--- src/hw/rio_pkg.sv ---
package rio_pkg;
    // clock period in ns
    localparam int CLK_PERIOD_NS = 100;
    // reset timing, ns and units
    localparam int RST_CYCLE_NS = 10000;
    localparam int RST_CYCLE_CLKS = RST_CYCLE_NS / CLK_PERIOD_NS;
    localparam int RST_DELAY_MIN = 20;
    localparam int RST_DELAY_MAX = 2000;
    localparam logic [10:0] RST_DELAY_DEFAULT = 11'h064;
    // interrupt timing, microseconds
    localparam int IRQ_LOW_MIN_US = 100;
    localparam int IRQ_HIGH_MIN_US = 300;
    localparam int IRQ_TIMEOUT_US = 300;
    localparam int IRQ_LOW_MIN_CLKS = IRQ_LOW_MIN_US * 1000 / CLK_PERIOD_NS;
    localparam int IRQ_HIGH_MIN_CLKS = IRQ_HIGH_MIN_US * 1000 / CLK_PERIOD_NS;
    localparam int IRQ_TIMEOUT_CLKS = IRQ_TIMEOUT_US * 1000 / CLK_PERIOD_NS;
    localparam int TIMER_W = 12;
    typedef enum logic [1:0] {RIO_IRQ_IDLE, RIO_IRQ_LOW, RIO_IRQ_HIGH_HOLD} rio_irq_state_type;
endpackage

--- src/hw/rio_timer_if.sv ---
`timescale 1ns/1ns
interface rio_timer_if;
    logic restart;
    logic [rio_pkg::TIMER_W-1:0] count;
    modport owner(output restart, input count);
    modport timer(input restart, output count);
endinterface

--- src/hw/rio_timer.sv ---
`timescale 1ns/1ns
// free-running saturating counter, restarted on line transitions
module rio_timer (
    input wire logic sys_clk,
    input wire logic resetn,
    rio_timer_if.timer tif
);
    logic [rio_pkg::TIMER_W-1:0] count_reg;
    assign tif.count = count_reg;
    always_ff @(posedge sys_clk) begin
        if (!resetn || tif.restart) begin
            count_reg <= '0;
        end else if (count_reg != '1) begin
            count_reg <= count_reg + 1'b1;
        end
    end
endmodule

--- src/hw/rio_top.sv ---
`timescale 1ns/1ns
// Contract
// - any reset cause pulls reset low immediately
// - release after causes clear plus delay
// - supply out of band is reset cause
// - hard reset also turns supplies off
// - soft reset keeps supplies running
// - delay in 10us units, 20..2000
// - delay defaults to 100 units
// - newly set flag raises interrupt
// - single active-low push-pull interrupt line
// - all flags cleared returns line high
// - line held low minimum low time
// - minimum high time, pending interrupt waits
// - time-out drives line high
// - time-out sets missed interrupt flag
// - missed flag raises no interrupt
// - minimum low time 100us
// - time-out 300us, only line released
// - minimum high time 300us
module rio_top #(
    parameter int N_FLAGS = 8,
    parameter int N_CAUSES = 4
) (
    input wire logic sys_clk,
    input wire logic resetn,
    input wire logic [N_CAUSES-1:0] hard_cause,
    input wire logic [N_CAUSES-1:0] soft_cause,
    input wire logic supply_out_of_band,
    input wire logic [10:0] reset_delay_units,
    input wire logic reset_delay_load,
    input wire logic [N_FLAGS-1:0] irq_flags,
    input wire logic missed_irq_clear,
    output logic mcu_reset_out_n_o,
    output logic mcu_reset_out_n_oe,
    output logic mcu_supply_en,
    output logic irq_n,
    output logic missed_irq_flag
);
    logic any_cause;
    logic [10:0] delay_reg;
    logic [10:0] unit_cnt_reg;
    logic [6:0] pre_cnt_reg;
    logic rst_active_reg;
    logic hard_reg;
    logic [N_FLAGS-1:0] flags_q_reg;
    logic new_flag;
    logic pending_reg;
    logic irq_n_reg;
    logic missed_reg;
    rio_pkg::rio_irq_state_type state_reg;
    rio_timer_if tif();
    localparam int TWI = rio_pkg::TIMER_W;
    typedef logic [TWI-1:0] TW;

    rio_timer u_timer (
        .sys_clk(sys_clk),
        .resetn(resetn),
        .tif(tif)
    );

    assign any_cause = (|hard_cause) || (|soft_cause) || supply_out_of_band;
    // open drain: drive low only
    assign mcu_reset_out_n_o = 1'b0;
    assign mcu_reset_out_n_oe = any_cause || rst_active_reg;
    assign mcu_supply_en = !hard_reg;
    assign irq_n = irq_n_reg;
    assign missed_irq_flag = missed_reg;

    // delay setting, clamped to its range
    always_ff @(posedge sys_clk) begin
        if (!resetn) begin
            delay_reg <= rio_pkg::RST_DELAY_DEFAULT;
        end else if (reset_delay_load) begin
            if (reset_delay_units < 11'(rio_pkg::RST_DELAY_MIN)) begin
                delay_reg <= 11'(rio_pkg::RST_DELAY_MIN);
            end else if (reset_delay_units > 11'(rio_pkg::RST_DELAY_MAX)) begin
                delay_reg <= 11'(rio_pkg::RST_DELAY_MAX);
            end else begin
                delay_reg <= reset_delay_units;
            end
        end
    end

    // reset hold and release
    always_ff @(posedge sys_clk) begin
        if (!resetn) begin
            rst_active_reg <= 1'b1;
            unit_cnt_reg <= '0;
            pre_cnt_reg <= '0;
        end else if (any_cause) begin
            rst_active_reg <= 1'b1;
            unit_cnt_reg <= '0;
            pre_cnt_reg <= '0;
        end else if (rst_active_reg) begin
            if (pre_cnt_reg == 7'(rio_pkg::RST_CYCLE_CLKS - 1)) begin
                pre_cnt_reg <= '0;
                if (unit_cnt_reg + 11'h001 >= delay_reg) begin
                    rst_active_reg <= 1'b0;
                end else begin
                    unit_cnt_reg <= unit_cnt_reg + 11'h001;
                end
            end else begin
                pre_cnt_reg <= pre_cnt_reg + 7'h01;
            end
        end
    end

    // hard reset keeps supplies off until release
    always_ff @(posedge sys_clk) begin
        if (!resetn) begin
            hard_reg <= 1'b0;
        end else if (|hard_cause) begin
            hard_reg <= 1'b1;
        end else if (!rst_active_reg) begin
            hard_reg <= 1'b0;
        end
    end

    always_ff @(posedge sys_clk) begin
        if (!resetn) begin
            flags_q_reg <= '0;
        end else begin
            flags_q_reg <= irq_flags;
        end
    end
    assign new_flag = |(irq_flags & ~flags_q_reg);

    // interrupt line sequencing
    always_comb begin
        tif.restart = 1'b0;
        if (rst_active_reg || any_cause) begin
            tif.restart = 1'b1;
        end else begin
            case (state_reg)
                rio_pkg::RIO_IRQ_IDLE: tif.restart = new_flag || pending_reg;
                rio_pkg::RIO_IRQ_LOW: tif.restart =
                    (tif.count >= TW'(rio_pkg::IRQ_LOW_MIN_CLKS) && irq_flags == '0)
                    || tif.count >= TW'(rio_pkg::IRQ_TIMEOUT_CLKS - 1);
                default: tif.restart = 1'b0;
            endcase
        end
    end

    always_ff @(posedge sys_clk) begin
        if (!resetn || rst_active_reg || any_cause) begin
            state_reg <= rio_pkg::RIO_IRQ_IDLE;
            irq_n_reg <= 1'b1;
            pending_reg <= 1'b0;
        end else begin
            case (state_reg)
                rio_pkg::RIO_IRQ_IDLE: begin
                    if (new_flag || pending_reg) begin
                        irq_n_reg <= 1'b0;
                        pending_reg <= 1'b0;
                        state_reg <= rio_pkg::RIO_IRQ_LOW;
                    end
                end
                rio_pkg::RIO_IRQ_LOW: begin
                    if (tif.restart) begin
                        irq_n_reg <= 1'b1;
                        state_reg <= rio_pkg::RIO_IRQ_HIGH_HOLD;
                    end
                    if (new_flag && tif.restart) begin
                        pending_reg <= 1'b1;
                    end
                end
                rio_pkg::RIO_IRQ_HIGH_HOLD: begin
                    if (new_flag) begin
                        pending_reg <= 1'b1;
                    end
                    if (tif.count >= TW'(rio_pkg::IRQ_HIGH_MIN_CLKS - 1)) begin
                        state_reg <= rio_pkg::RIO_IRQ_IDLE;
                    end
                end
                default: state_reg <= rio_pkg::RIO_IRQ_IDLE;
            endcase
        end
    end

    // missed flag: set wins over clear; no line assertion
    always_ff @(posedge sys_clk) begin
        if (!resetn) begin
            missed_reg <= 1'b0;
        end else if (!rst_active_reg && !any_cause && state_reg == rio_pkg::RIO_IRQ_LOW
                     && tif.count >= TW'(rio_pkg::IRQ_TIMEOUT_CLKS - 1)) begin
            missed_reg <= 1'b1;
        end else if (missed_irq_clear) begin
            missed_reg <= 1'b0;
        end
    end

    // interval measurement for the line checks
    logic [TWI-1:0] low_len_reg;
    logic [TWI-1:0] high_len_reg;

    always_ff @(posedge sys_clk) begin
        if (!resetn || rst_active_reg || any_cause) begin
            low_len_reg <= '0;
        end else if (irq_n) begin
            low_len_reg <= '0;
        end else if (low_len_reg != '1) begin
            low_len_reg <= low_len_reg + 1'b1;
        end
    end

    // saturated after reset: first interrupt is not held back
    always_ff @(posedge sys_clk) begin
        if (!resetn || rst_active_reg || any_cause) begin
            high_len_reg <= '1;
        end else if (!irq_n) begin
            high_len_reg <= '0;
        end else if (high_len_reg != '1) begin
            high_len_reg <= high_len_reg + 1'b1;
        end
    end

    // assertions
    low_len_a: assert property (@(posedge sys_clk) disable iff (!resetn || rst_active_reg
        || any_cause) $rose(irq_n) |-> low_len_reg >= TW'(rio_pkg::IRQ_LOW_MIN_CLKS))
        else $error("low time below minimum");
    timeout_len_a: assert property (@(posedge sys_clk) disable iff (!resetn || rst_active_reg
        || any_cause) !irq_n |-> low_len_reg <= TW'(rio_pkg::IRQ_TIMEOUT_CLKS))
        else $error("low time beyond time-out");
    high_len_a: assert property (@(posedge sys_clk) disable iff (!resetn || rst_active_reg
        || any_cause) $fell(irq_n) |-> high_len_reg >= TW'(rio_pkg::IRQ_HIGH_MIN_CLKS))
        else $error("high time below minimum");
    cause_pulls_a: assert property (@(posedge sys_clk) disable iff (!resetn)
        any_cause |-> mcu_reset_out_n_oe) else $error("reset not pulled");
    release_delay_a: assert property (@(posedge sys_clk) disable iff (!resetn)
        (rst_active_reg && any_cause) |=> rst_active_reg) else $error("early release");
    supply_band_a: assert property (@(posedge sys_clk) disable iff (!resetn)
        supply_out_of_band |=> rst_active_reg) else $error("band not reset");
    hard_off_a: assert property (@(posedge sys_clk) disable iff (!resetn)
        (|hard_cause) |=> !mcu_supply_en) else $error("supply on in hard reset");
    soft_on_a: assert property (@(posedge sys_clk) disable iff (!resetn)
        (!hard_reg && !(|hard_cause)) |=> mcu_supply_en) else $error("supply off");
    delay_range_a: assert property (@(posedge sys_clk) disable iff (!resetn)
        delay_reg >= 11'(rio_pkg::RST_DELAY_MIN) && delay_reg <= 11'(rio_pkg::RST_DELAY_MAX))
        else $error("delay out of range");
    min_low_a: assert property (@(posedge sys_clk) disable iff (!resetn || rst_active_reg
        || any_cause) $fell(irq_n) |-> !irq_n [*8]) else $error("low too short");
    high_hold_a: assert property (@(posedge sys_clk) disable iff (!resetn || rst_active_reg
        || any_cause) $rose(irq_n) |-> irq_n [*8]) else $error("high too short");
    reset_high_a: assert property (@(posedge sys_clk) disable iff (!resetn)
        rst_active_reg |=> irq_n) else $error("irq low in reset");
    missed_quiet_a: assert property (@(posedge sys_clk) disable iff (!resetn)
        $rose(missed_reg) |-> irq_n) else $error("missed raised line");
    irq_c: cover property (@(posedge sys_clk) disable iff (!resetn) $fell(irq_n));
    miss_c: cover property (@(posedge sys_clk) disable iff (!resetn) $rose(missed_reg));
    release_c: cover property (@(posedge sys_clk) disable iff (!resetn) $fell(rst_active_reg));
    pending_c: cover property (@(posedge sys_clk) disable iff (!resetn)
        state_reg == rio_pkg::RIO_IRQ_HIGH_HOLD && new_flag);
endmodule

--- config.mk ---
export PLATFORM = sky130hd
export DESIGN_NAME = rio_top
export DESIGN_NICKNAME = d
export VERILOG_FILES = /design/src/hw/rio_pkg.sv /design/src/hw/rio_timer_if.sv /design/src/hw/rio_timer.sv /design/src/hw/rio_top.sv
export SDC_FILE = /design/constraint.sdc
export NUM_CORES = 1
export LEC_CHECK = 0
export BUFFER_PORTS_ARGS = -buffer_cell sky130_fd_sc_hd__buf_2
export CORE_AREA = 2 2 103 105
export CTS_BUF_LIST = sky130_fd_sc_hd__clkbuf_8
export CTS_CLUSTER_SIZE = 14
export DETAILED_ROUTE_END_ITERATION = 8
export DIE_AREA = 0 0 105 107
export PLACE_DENSITY = 0.49
export SETUP_SLACK_MARGIN = 0.3
export SLEW_MARGIN = 20
export SYNTH_ARGS = -nofsm -noshare
export SYNTH_HDL_FRONTEND = slang
export SYNTH_SLANG_ARGS = --single-unit
--- constraint.sdc ---
create_clock -name sys_clk -period 8.33 [get_ports sys_clk]
set_input_delay 0.4165 -clock sys_clk [delete_from_list [all_inputs] [get_ports sys_clk]]
set_output_delay 0.4165 -clock sys_clk [all_outputs]
set_load 0.005 [all_outputs]
==> flow_summary.ini <==
[power]
ir_worst_vdd_uv = 62.0
powerDensity_nw_per_um2 = 136
p_leak_nw = 1.28
power_mw = 0.459

[worst_setup_path]
cp-start-kind = flip-flop
crit_fanout = 14
cp.arrival_ns = 3.67
critPathLaunch = unit_cnt_reg[0]
crit-reg2reg-launch = unit_cnt_reg[0]
crit_required_ns = 8.57
critPathKind = flip-flop to flip-flop
end_kind = flip-flop
worstRegToRegCells = 14

[status]
status = complete, no violations

[final_layout]
multi_input_area_um2 = 1710
final_util_pct = 33.3
largest_register_ffs = 12
fin_nets = 427
syn_to_final_growth_pct = 12.8
postLayoutCellArea_um2 = 3360
drive_above_1_share_pct = 14.9
fin_cells = 512
fill_cells = 1124
ff_latch_area_um2 = 1120
antenna_cells = 0

[logic_synthesis]
netlist.top_cell.by_area = dfxtp_1
ys_top_cells_by_count = dfxtp_1 (56), nor2_1 (38), inv_1 (24)
yosysTopAreaCellShare_pct = 37.6
synthesis.area_um2 = 2980
synthArstFlopShare_pct = 0
ys_seq_area_share_pct = 37.6
ys.flop_type = dfxtp_1
synthDistinctLibCells = 54
synthTopCellsByArea = dfxtp_1 (38%), ha_1 (8.0%), xor2_1 (5.0%), nor2_1 (4.8%), mux2i_1 (3.0%)
synth.most_common_cell = dfxtp_1
ys_warn_count = 0
syn_inst = 345
synth_edf_count = 0
ys_ff_latch = 56
synth_nets = 396
avgSynthCellArea_um2 = 8.64

[drt]
vias_per_cell = 4.66
routedWlPerCell_um = 11.8
drc = 0
drtPass1Iterations = 4
final_antenna_net_count = 0
wl_um = 6040
num_vias = 2388
drt_iter0_drc = 77

[clocking]
cts_tree = yes
clockRootBuffer = clkbuf_8
clock_sinks = 56
cts_buffers = 5
clk_latency_ns = 0.30
post_cts_resize_count = 0
cts_hold_buf = 0
clockBufferDepth = 2
cts_htree_levels = 2
clkTransAtPathRegs_ns = 0.10
post_cts_buffers = 0

[die]
row_count = 37
die_h_um = 107
dieArea_um2 = 11200
coreArea_um2 = 10100
io_pins = 37
die_w_um = 105
start_util_pct = 29.5

[global_routing]
grt_antenna_before_repair = 0
grt_remaining_overflow = 0
use_met2_pct = 18.2
grt_use_met3_pct = 2.31
grt_use_met1_pct = 15.5
grt.busiest_layer = met2
grt_first_pass_wirelength_um = 10600
track_usage_pct = 11.5
first_global_vias = 2339
grt_start_max_net_pins = 23

[sta]
post-route-period-util_pct = 41.2
final_max_slew_viol_count = 0
fin_tns_setup_ns = 0
clock_skew_ns = 0.00456
max_freq_mhz = 291
maxSlewHeadroom_pct = 43.7
fin_hold_ws_ns = 0.343
setup_violations = 0
worst_slew_pin_slew_ns = 0.839
worst_slack_ns = 4.90
rsz0062_at_grt = false
hold_viol = 0
min_period_ns = 3.43

[min_path]
hold_start = irq_flags[4]
whs_path_depth = 2
hold_class = input port to flip-flop

[placed_design]
dpl.hpwl_um = 4610
io_buffers = 35
post-place-ws_ns = 4.92
globalplace.congestion = 0.794
dp_cells = 505
place_area_um2 = 3270

[job]
maxCapViolations = 0
[layer usage]
| metal | share of wire [%] | up-vias | wire (µm) |
|---|---|---|---|
| met5 | 0 | - | 0 |
| met4 | 1.4 | 0 | 83 |
| met3 | 3.5 | 8 | 210 |
| met2 | 42 | 34 | 2540 |
| met1 | 53 | 1100 | 3210 |
| li1 | - | 1246 | - |
[cell usage in the layout, fill, tap and decap left out, types with 3 or more instances in the layout]
master / synthesis / layout
a21oi_1: 12 / 12
a22oi_1: 6 / 6
and2_1: 12 / 12
and3_1: 3 / 3
buf_2: 1 / 35
clkbuf_8: 0 / 6
dfxtp_1: 56 / 56
ha_1: 19 / 19
inv_1: 24 / 24
mux2i_1: 9 / 9
nand2_1: 16 / 16
nand2b_1: 3 / 3
nand3_1: 13 / 13
nand4_1: 7 / 7
nor2_1: 38 / 38
nor2b_1: 14 / 14
nor3_1: 7 / 7
nor4_1: 4 / 4
o211ai_1: 7 / 7
o21ai_0: 14 / 14
or2_2: 3 / 3
or3_1: 3 / 3
xnor2_1: 10 / 10
xor2_1: 17 / 17
[worst max-delay path, stage by stage (launching register included)]
cell	delay, ns
dfxtp_1	0.40
ha_1	0.25
nand3_2	0.14
inv_2	0.07
nand3_2	0.10
or2_0	0.34
nor2_1	0.16
xor2_1	0.16
ha_1	0.26
a21oi_1	0.20
o211ai_1	0.13
a21oi_2	0.22
o21ai_1	0.30
or3_2	0.51
a21oi_1	0.14
[report_power, final]
part	internal [mW]	switching, mW	leakage [nW]
Clock	0.0666	0.0855	0.0473
Combinational	0.0153	0.0165	0.773
Sequential	0.273	0.00234	0.456
[layout make-up]
class	instances	share of cell area, %
clock buffer	6	2.45
clock inverter	1	0.260
inverter	25	2.79
multi-input combinational	252	50.7
sequential	56	33.3
tap	136	5.06
timing repair buffer	36	5.43
[worst paths after layout]
path	endpoint	slack [ns]
worst max-delay path	unit_cnt_reg[4]	4.90
worst max register to register	unit_cnt_reg[4]	4.90
worst min-delay path	flags_q_reg[4]	0.34
worst min register to register	hard_reg	0.48
[logic make-up after synthesis]
family	share of synthesized area [%]
other	0.126
xor gates and xnor gates	7.93
DFF	37.6
AOI/OAI and AO/OA	13.8
buffers and inverters	5.20
and+or+nand+nor	24.3
adders and majority gates	7.97
muxes	3.02
Note: power is estimated with default switching activity, not from simulation.
